`config.mk`:
```
export PLATFORM = sky130hd
export DESIGN_NAME = prp_top
export DESIGN_NICKNAME = d
export VERILOG_FILES = /design/src/prp_pkg.sv /design/src/prp_top.sv
export SDC_FILE = /design/constraint.sdc
export NUM_CORES = 1
export LEC_CHECK = 0
export ABC_CLOCK_PERIOD_IN_PS = 3600
export BUFFER_PORTS_ARGS = -buffer_cell sky130_fd_sc_hd__buf_2
export CORE_UTILIZATION = 60
export CTS_BUF_LIST = sky130_fd_sc_hd__clkbuf_8
export CTS_CLUSTER_SIZE = 25
export DETAILED_ROUTE_END_ITERATION = 7
export PLACE_DENSITY_LB_ADDON = 0.12
export SLEW_MARGIN = 30
export SYNTH_ARGS = -nofsm -noshare
export SYNTH_HDL_FRONTEND = slang
export SYNTH_SLANG_ARGS = --single-unit
```
`constraint.sdc`:
```
create_clock -name hclk -period 3.6 [get_ports hclk]
set_input_delay 0.54 -clock hclk [delete_from_list [all_inputs] [get_ports hclk]]
set_output_delay 0.54 -clock hclk [all_outputs]
set_load 0.03 [all_outputs]
```
`src/prp_pkg.sv`:
```
// Package with register map, field layout and constants of the pin remap protection block.
package prp_pkg;
    localparam int NUM_IN_SEL = 9;
    localparam int NUM_OUT_SEL = 8;
    localparam int NUM_RP = 26;
    localparam int NUM_PIN = 32;
    localparam int NUM_FUNC = 4;
    localparam int NUM_ADC = 2;
    localparam int FIELD_W = 5;

    // Byte offsets: input selects 0x00..0x20, output selects 0x40..0x5c.
    localparam logic [11:0] IN_SEL_BASE = 12'h000;
    localparam logic [11:0] OUT_SEL_BASE = 12'h040;
    localparam logic [11:0] OSC_CTRL_OFS = 12'h080;
    localparam logic [11:0] ANA_CFG0_OFS = 12'h084;
    localparam logic [11:0] ANA_CFG1_OFS = 12'h088;
    localparam logic [11:0] PULLUP_OFS = 12'h08c;
    localparam logic [11:0] FUNC_EN_BASE = 12'h090;
    localparam logic [11:0] IRQ_STAT_OFS = 12'h0a0;
    localparam logic [11:0] IRQ_MASK_OFS = 12'h0a4;
    localparam logic [11:0] PIN_IN_OFS = 12'h0a8;

    localparam logic [15:0] IN_SEL_MASK = 16'h1f1f;
    localparam logic [15:0] IN_SEL0_MASK = 16'h1f00;
    localparam logic [15:0] IN_SEL_RST = 16'h1f1f;
    localparam logic [15:0] OUT_SEL_MASK = 16'h1f1f;
    localparam logic [15:0] OUT_SEL_RST = 16'h0000;
    localparam logic [4:0] SEL_GROUND = 5'h1f;
    localparam logic [4:0] OUT_NULL = 5'h00;

    localparam logic [7:0] UNLOCK_KEY1 = 8'h46;
    localparam logic [7:0] UNLOCK_KEY2 = 8'h57;
    localparam int LOCK_BIT = 6;
    localparam int FUSE_BIT = 5;

    localparam int IRQ_MISMATCH = 0;
    localparam int IRQ_LOCK_REFUSED = 1;
    localparam int IRQ_W = 2;

    localparam logic [1:0] HTRANS_NONSEQ = 2'b10;

    typedef enum logic [1:0] {
        PRP_KEY_IDLE,
        PRP_KEY_ONE,
        PRP_KEY_OPEN
    } prp_key_state_t;

    typedef struct packed {
        logic [11:0] addr;
        logic write;
    } prp_bus_req_t;

    typedef struct packed {
        logic [NUM_PIN-1:0] analog_en;
        logic [NUM_PIN-1:0] dir_out;
    } prp_pin_ctrl_t;
endpackage

```
`src/prp_top.sv`:
```
// Pin remap protection, selection and shared pin logic with AHB-Lite registers.
//
// The AHB-Lite slave port and the address map were left to the implementer.
module prp_top
    import prp_pkg::*;
(
    // Clock and reset
    input wire logic hclk,
    input wire logic hresetn,
    // AHB-Lite slave
    input wire logic hsel,
    input wire logic [31:0] haddr,
    input wire logic [1:0] htrans,
    input wire logic hwrite,
    input wire logic [2:0] hsize,
    input wire logic [31:0] hwdata,
    input wire logic hready,
    output logic hreadyout,
    output logic hresp,
    output logic [31:0] hrdata,
    // Configuration fuse, one when unprogrammed
    input wire logic one_way_lock_fuse,
    // Remappable and shared pins
    input wire logic [NUM_PIN-1:0] pin_in,
    input wire logic [NUM_PIN-1:0] direction_reg,
    output logic [NUM_PIN-1:0] pin_dig_in,
    output logic [NUM_PIN-1:0] pin_input_buf_en,
    output logic [NUM_PIN-1:0] pin_pullup_en,
    // Peripheral input and output routing
    input wire logic [31:0] periph_out,
    output logic [NUM_IN_SEL*2-1:0] periph_in,
    output logic [NUM_OUT_SEL*2-1:0] rp_out,
    // Per-pin function enables, index 0 highest priority
    output logic [NUM_PIN*NUM_FUNC-1:0] func_grant,
    // Status
    output logic config_mismatch_rst,
    output logic pin_map_lock,
    output logic irq
);

    ////////////////////////////////////////////////////////////////////////
    prp_bus_req_t req_q;
    logic req_valid_q;
    logic [15:0] in_sel_q [NUM_IN_SEL];
    logic [15:0] in_shadow_q [NUM_IN_SEL];
    logic [15:0] out_sel_q [NUM_OUT_SEL];
    logic [15:0] out_shadow_q [NUM_OUT_SEL];
    logic [NUM_PIN-1:0] ana_cfg_q [NUM_ADC];
    logic [NUM_PIN-1:0] pullup_q;
    logic [NUM_PIN-1:0] func_en_q [NUM_FUNC];
    logic [IRQ_W-1:0] irq_stat_q, irq_mask_q;
    logic lock_q, ever_locked_q, mismatch_q;
    logic [NUM_PIN-1:0] pin_s1_q, pin_s2_q;
    logic fuse_s1_q, fuse_s2_q;
    prp_key_state_t key_q;
    logic [31:0] rdata_q;

    logic wr_en, rd_en, osc_wr, lock_req, lock_ok, lock_refused;
    logic mismatch_now;
    logic [NUM_PIN-1:0] digital;

    function automatic logic hit(input logic [11:0] a, input logic [11:0] o);
        return a == o;
    endfunction

    // Maps a byte address into a register index within a block of words.
    function automatic int idx(input logic [11:0] a, input logic [11:0] base);
        return int'((a - base) >> 2);
    endfunction

    function automatic logic in_blk(input logic [11:0] a,
                                    input logic [11:0] base,
                                    input int n);
        return a >= base && a < base + 12'(4 * n);
    endfunction

    ////////////////////////////////////////////////////////////////////////
    // Zero-wait-state slave: address phase captured, data phase next cycle.
    assign hreadyout = 1'b1;
    assign hresp = 1'b0;
    assign hrdata = rdata_q;

    always_ff @(posedge hclk or negedge hresetn) begin
        if (!hresetn) begin
            req_valid_q <= 1'b0;
            req_q <= '0;
        end else if (hready) begin
            req_valid_q <= hsel && htrans == HTRANS_NONSEQ;
            req_q <= '{addr: haddr[11:0], write: hwrite};
        end
    end

    assign wr_en = req_valid_q && req_q.write;
    assign rd_en = hsel && htrans == HTRANS_NONSEQ && !hwrite && hready;
    assign osc_wr = wr_en && hit(req_q.addr, OSC_CTRL_OFS);

    ////////////////////////////////////////////////////////////////////////
    // Unlock sequence; any other bus write between the steps aborts it.
    always_ff @(posedge hclk or negedge hresetn) begin
        if (!hresetn) begin
            key_q <= PRP_KEY_IDLE;
        end else if (wr_en) begin
            case (key_q)
                PRP_KEY_IDLE:
                    key_q <= (osc_wr && hwdata[7:0] == UNLOCK_KEY1) ?
                             PRP_KEY_ONE : PRP_KEY_IDLE;
                PRP_KEY_ONE:
                    key_q <= (osc_wr && hwdata[7:0] == UNLOCK_KEY2) ?
                             PRP_KEY_OPEN : PRP_KEY_IDLE;
                PRP_KEY_OPEN: key_q <= PRP_KEY_IDLE;
                default: key_q <= PRP_KEY_IDLE;
            endcase
        end
    end

    assign lock_req = osc_wr && key_q == PRP_KEY_OPEN;
    // A clear after the first lock is refused while the fuse is set.
    assign lock_ok = lock_req &&
                     !(hwdata[LOCK_BIT] == 1'b0 && ever_locked_q &&
                       fuse_s2_q);
    assign lock_refused = lock_req && !lock_ok;

    always_ff @(posedge hclk or negedge hresetn) begin
        if (!hresetn) begin
            fuse_s1_q <= 1'b1;
            fuse_s2_q <= 1'b1;
        end else begin
            fuse_s1_q <= one_way_lock_fuse;
            fuse_s2_q <= fuse_s1_q;
        end
    end

    always_ff @(posedge hclk or negedge hresetn) begin
        if (!hresetn) begin
            lock_q <= 1'b0;
            ever_locked_q <= 1'b0;
        end else if (lock_ok) begin
            lock_q <= hwdata[LOCK_BIT];
            ever_locked_q <= ever_locked_q | hwdata[LOCK_BIT];
        end
    end
    assign pin_map_lock = lock_q;

    ////////////////////////////////////////////////////////////////////////
    // Select registers and shadows are written together on accepted writes.
    always_ff @(posedge hclk or negedge hresetn) begin
        if (!hresetn) begin
            for (int i = 0; i < NUM_IN_SEL; i++) begin
                in_sel_q[i] <= (i == 0) ? IN_SEL0_MASK : IN_SEL_RST;
                in_shadow_q[i] <= (i == 0) ? IN_SEL0_MASK : IN_SEL_RST;
            end
            for (int i = 0; i < NUM_OUT_SEL; i++) begin
                out_sel_q[i] <= OUT_SEL_RST;
                out_shadow_q[i] <= OUT_SEL_RST;
            end
        end else if (wr_en && !lock_q) begin
            if (in_blk(req_q.addr, IN_SEL_BASE, NUM_IN_SEL)) begin
                in_sel_q[idx(req_q.addr, IN_SEL_BASE)] <=
                    hwdata[15:0] & ((req_q.addr == IN_SEL_BASE) ?
                    IN_SEL0_MASK : IN_SEL_MASK);
                in_shadow_q[idx(req_q.addr, IN_SEL_BASE)] <=
                    hwdata[15:0] & ((req_q.addr == IN_SEL_BASE) ?
                    IN_SEL0_MASK : IN_SEL_MASK);
            end
            if (in_blk(req_q.addr, OUT_SEL_BASE, NUM_OUT_SEL)) begin
                out_sel_q[idx(req_q.addr, OUT_SEL_BASE)] <=
                    hwdata[15:0] & OUT_SEL_MASK;
                out_shadow_q[idx(req_q.addr, OUT_SEL_BASE)] <=
                    hwdata[15:0] & OUT_SEL_MASK;
            end
        end
    end

    // Any difference not explained by a write is a disturbance of a cell.
    always_comb begin
        mismatch_now = 1'b0;
        for (int i = 0; i < NUM_IN_SEL; i++)
            mismatch_now |= in_sel_q[i] != in_shadow_q[i];
        for (int i = 0; i < NUM_OUT_SEL; i++)
            mismatch_now |= out_sel_q[i] != out_shadow_q[i];
    end

    always_ff @(posedge hclk or negedge hresetn) begin
        if (!hresetn) begin
            mismatch_q <= 1'b0;
        end else begin
            mismatch_q <= mismatch_now;
        end
    end
    assign config_mismatch_rst = mismatch_q;

    ////////////////////////////////////////////////////////////////////////
    // Other control registers.
    always_ff @(posedge hclk or negedge hresetn) begin
        if (!hresetn) begin
            for (int i = 0; i < NUM_ADC; i++)
                ana_cfg_q[i] <= '0;
            for (int i = 0; i < NUM_FUNC; i++)
                func_en_q[i] <= '0;
            pullup_q <= '0;
            irq_mask_q <= '0;
        end else if (wr_en) begin
            if (hit(req_q.addr, ANA_CFG0_OFS))
                ana_cfg_q[0] <= hwdata[NUM_PIN-1:0];
            if (hit(req_q.addr, ANA_CFG1_OFS))
                ana_cfg_q[1] <= hwdata[NUM_PIN-1:0];
            if (hit(req_q.addr, PULLUP_OFS))
                pullup_q <= hwdata[NUM_PIN-1:0];
            if (in_blk(req_q.addr, FUNC_EN_BASE, NUM_FUNC))
                func_en_q[idx(req_q.addr, FUNC_EN_BASE)] <=
                    hwdata[NUM_PIN-1:0];
            if (hit(req_q.addr, IRQ_MASK_OFS))
                irq_mask_q <= hwdata[IRQ_W-1:0];
        end
    end

    // Set wins over a write-one-to-clear in the same cycle.
    always_ff @(posedge hclk or negedge hresetn) begin
        if (!hresetn) begin
            irq_stat_q <= '0;
        end else begin
            irq_stat_q <= (irq_stat_q &
                ~((wr_en && hit(req_q.addr, IRQ_STAT_OFS)) ?
                  hwdata[IRQ_W-1:0] : '0)) |
                {lock_refused, mismatch_now && !mismatch_q};
        end
    end
    assign irq = |(irq_stat_q & irq_mask_q);

    ////////////////////////////////////////////////////////////////////////
    // Pin side.
    always_ff @(posedge hclk or negedge hresetn) begin
        if (!hresetn) begin
            pin_s1_q <= '0;
            pin_s2_q <= '0;
        end else begin
            pin_s1_q <= pin_in;
            pin_s2_q <= pin_s1_q;
        end
    end

    assign digital = ana_cfg_q[0] & ana_cfg_q[1];
    assign pin_input_buf_en = digital;
    assign pin_pullup_en = pullup_q;

    always_ff @(posedge hclk or negedge hresetn) begin
        if (!hresetn) begin
            pin_dig_in <= '0;
        end else begin
            pin_dig_in <= pin_s2_q & digital;
        end
    end

    // Function enables compete per pin and function 0 wins; output drive is left alone.
    always_comb begin
        logic [NUM_PIN-1:0] taken;
        taken = '0;
        func_grant = '0;
        for (int f = 0; f < NUM_FUNC; f++) begin
            for (int p = 0; p < NUM_PIN; p++) begin
                func_grant[p*NUM_FUNC+f] = func_en_q[f][p] && !taken[p];
            end
            taken |= func_en_q[f];
        end
    end

    // Output routing per pin; direction bits still gate the driver.
    always_ff @(posedge hclk or negedge hresetn) begin
        if (!hresetn) begin
            rp_out <= '0;
            periph_in <= '0;
        end else begin
            for (int i = 0; i < NUM_OUT_SEL*2; i++) begin
                rp_out[i] <= (out_sel_q[i/2][(i%2)*8 +: FIELD_W] == OUT_NULL) ?
                    1'b0 :
                    periph_out[out_sel_q[i/2][(i%2)*8 +: FIELD_W]] &&
                    !direction_reg[i];
            end
            for (int i = 0; i < NUM_IN_SEL*2; i++) begin
                // The low byte of the first select has no field to route.
                periph_in[i] <= (i == 0 ||
                    in_sel_q[i/2][(i%2)*8 +: FIELD_W] == SEL_GROUND) ?
                    1'b0 :
                    pin_s2_q[in_sel_q[i/2][(i%2)*8 +: FIELD_W]] &&
                    digital[in_sel_q[i/2][(i%2)*8 +: FIELD_W]];
            end
        end
    end

    ////////////////////////////////////////////////////////////////////////
    // Read data, registered for the data phase; unmapped reads zero.
    always_ff @(posedge hclk or negedge hresetn) begin
        if (!hresetn) begin
            rdata_q <= '0;
        end else if (rd_en) begin
            rdata_q <= '0;
            if (in_blk(haddr[11:0], IN_SEL_BASE, NUM_IN_SEL))
                rdata_q <= {16'h0000,
                    in_sel_q[idx(haddr[11:0], IN_SEL_BASE)]};
            if (in_blk(haddr[11:0], OUT_SEL_BASE, NUM_OUT_SEL))
                rdata_q <= {16'h0000,
                    out_sel_q[idx(haddr[11:0], OUT_SEL_BASE)]};
            if (hit(haddr[11:0], OSC_CTRL_OFS))
                rdata_q <= 32'(lock_q) << LOCK_BIT |
                           32'(fuse_s2_q) << FUSE_BIT;
            if (hit(haddr[11:0], ANA_CFG0_OFS))
                rdata_q <= ana_cfg_q[0];
            if (hit(haddr[11:0], ANA_CFG1_OFS))
                rdata_q <= ana_cfg_q[1];
            if (hit(haddr[11:0], PULLUP_OFS))
                rdata_q <= pullup_q;
            if (in_blk(haddr[11:0], FUNC_EN_BASE, NUM_FUNC))
                rdata_q <= func_en_q[idx(haddr[11:0], FUNC_EN_BASE)];
            if (hit(haddr[11:0], IRQ_STAT_OFS))
                rdata_q <= 32'(irq_stat_q);
            if (hit(haddr[11:0], IRQ_MASK_OFS))
                rdata_q <= 32'(irq_mask_q);
            if (hit(haddr[11:0], PIN_IN_OFS))
                rdata_q <= pin_dig_in;
        end
    end

endmodule

```
==> results.md <==
* Total congestion overflow at 0
* Final worst setup slack at 0.618 ns
* Worst slew pin tran at 1.07 ns
* Via Count at 26600
* Count of final hold-check violations at 0
* Clock group share of total power at 0.392
* Clock Sinks at 579
* Bufs on Longest Clock Path at 3
* Final ANT Viol Nets at 0
* Switching power at 4.66 mW
* Worst VDD drop at 0.000330 V
* Layout cells sized above 1 at 0.481
* Seq/Total Area, Yosys at 0.426
* Seq pwr share at 0.452
* First-pass GRT wire length at 170 mm
* Initial antenna violation count at 9
* F_max at 0.335 GHz
* CTS Buf Count at 97
* Total track usage at 0.403
* Row count at 87
* Yosys warnings at 0
* CP max FO at 10
* CTS tree: yes
* Switching share of power at 0.292
* #FFs+latches synth at 579
* I/O pins at 466
* Max_cap viols at 0
* Hpwl dp at 78.0 mm
* Crit share post-route at 0.828
* Via density at 6.92
* Nets at 3187
* CTS clk-pin slew, worst paths at 0.06 ns
* Die area at 58000 um2
* Area grow syn2layout at 14.7%
* Drt total wl at 115 mm
* Post_cts resized at 0
* Period minus WS final at 2.98 ns
* Drt pass-1 iters at 6
* Number of flops mapped to enable cells by yosys at 0
* Distinct cells, synth at 67
* Initial drt markers at 2845
* Combinational Power Share at 0.156
* Drt wl/cell at 30.0 um
* HP Class: input port to register
* Port Buf Inserts at 421
* Commonest non-fill, non-tap cells in the layout: dfrtp_1 (492), buf_2 (418), mux2_2 (394)
* Setup TNS Final at 0 ns
* Post-Syn Area at 34200 um2
* Final Cell Area at 39300 um2
* Final setup viols at 0
* Pint at 11.3 mW
* Starting Density at 0.607
* Placer Congestion at 0.965
* Top_reg_cell synth: dfrtp_1
* Outcome: completed
* Crit. End Element: register
* Root Driver: clkbuf_8
* Pwr Density at 407 nW/um2
* Worst setup SP type: register
* CP required at 4.22 ns
* RSZ-0062 raised after global routing: false
* Setup bufs post-CTS at 0
* Synth async-reset ratio at 1.00
* Placed Area at 36600 um2
* Mean post-synth cell area at 12.8 um2
* Worst-case clock skew at 0.0458 ns
* H-tree depth at 3
* WP data arrival at 3.61 ns
* Hold buffers post-CTS at 50
* Core region area at 56400 um2
* Pin count of the biggest net entering global routing at 87
* Final Util at 0.696
* Clk_lat worst skew at 0.72 ns
* Fill count at 4099
* Slew margin rel. at 0.289
* Non-Filler Instances at 3848
* DIE HEIGHT at 241 um
* Pre-CTS WS at 0.640 ns
* Vias in the first global route at 26200
* Chip Width at 241 um
* Post-Syn Instances at 2676
* Leakage at 16.6 nW
* Most common cell after layout, fill and taps aside: dfrtp_1
* Dpl cells at 3613
* Detailed-route DRC error count at 0
* Setup CP Type: register to register
* Final Max Slew Viols at 0
==> critical path, stage by stage, from the launching register on <==
cell and delay [ns]:
dfrtp_1 0.47, or4_4 0.58, nor4_1 0.47, and2b_1 0.22, nand2_1 0.17, nor2_2 0.59, mux2_2 0.41
==> final timing paths <==
kind,startpoint,to,slack [ns],cells past startpoint
setup / recovery,req_q[9],in_sel_q[99],0.62,6
hold / removal,haddr[10],req_q[11],0.09,2
setup reg to reg,req_q[9],in_sel_q[99],0.62,6
hold reg to reg,pin_s1_q[30],pin_s2_q[30],0.33,0
max in group asynchronous,hresetn,func_en_q[73],2.01,4
min in group asynchronous,hresetn,func_grant[64],0.49,2
==> through the flow <==
step | hold slack, ns | power [mW]
global route | 0.0639 | 16.5
global placement | 0.332 | 9.65
detailed placement | 0.335 | 9.72
CTS | 0.0530 | 16.0
floorplan | 0.244 | 8.73
finish | 0.0934 | 16.0
==> power by group through the flow <==
stage / clock, mW / combinational [mW] / sequential, mW
after floorplan: 0 / 1.45 / 7.28
after global placement: 0 / 2.36 / 7.29
after detailed placement: 0 / 2.41 / 7.31
after CTS: 6.33 / 2.46 / 7.20
after global routing: 6.63 / 2.61 / 7.25
final: 6.26 / 2.49 / 7.22
==> Yosys cell counts (8+ instances only) <==
library cell / count / area [um2]
clkbuf_1: 185 / 694
o21ai_0: 159 / 796
and3_1: 21 / 131
mux4_2: 344 / 7750
nor4b_1: 36 / 315
mux2_2: 394 / 4440
mux2i_1: 69 / 691
buf_4: 36 / 270
a221o_1: 21 / 210
nor2_1: 103 / 387
buf_2: 25 / 125
buf_1: 63 / 236
ha_1: 10 / 125
nor3b_1: 36 / 270
and2_1: 42 / 263
a22oi_1: 26 / 195
nand3_1: 29 / 145
inv_1: 33 / 124
dfstp_2: 87 / 2290
nand2_1: 195 / 732
nand4_1: 8 / 50.1
a21oi_1: 103 / 515
dfrtp_1: 492 / 12300
a221oi_1: 8 / 70.1
nor2b_1: 41 / 257
==> routing by layer <==
layer	up-vias	part of all wire	global-route usage
li1	10800	-	-
met5	-	0.00029	0
met1	13600	0.37	0.547
met2	1899	0.46	0.608
met4	6	0.048	0.187
met3	381	0.12	0.111
==> cell families (layout without fill, tap and decap cells) <==
kind of cell | after synthesis | count (layout) | share of synthesized area
AOI/OAI and AO/OA | 375 | 375 | 0.0661
xor gates and xnor gates | 2 | 2 | 0.000512
adders and majority gates | 10 | 10 | 0.00366
buffers and inverters | 343 | 750 | 0.0425
DFF | 579 | 579 | 0.426
muxes | 807 | 807 | 0.376
other | 2 | 11 | 0.000219
and+or+nand+nor | 558 | 558 | 0.0844
==> flip-flops by register name, summed over array words and instances, names as in the netlist, 2 cells and up <==
signal	flops
irq_mask_q	2
rp_out	16
in_sel_q	90
irq_stat_q	2
func_en_q	96
func_grant	32
pin_dig_in	32
hrdata	32
req_q	13
periph_in	17
ana_cfg_q	64
key_q	2
pin_s2_q	32
pin_s1_q	32
out_sel_q	80
pin_pullup_en	32
==> area by class of cell <==
type	instances	area, um2	area share
diodes	7	17.5	0.000446
inverters	33	124	0.00315
multi-input cells	1756	18200	0.464
flip-flops and latches	579	14600	0.372
clock buffers	126	1730	0.0442
clock inverters	52	360	0.00918
well taps	756	946	0.0241
repair buffers	539	3260	0.0830
No activity file was read; power rests on OpenSTA's default activity.
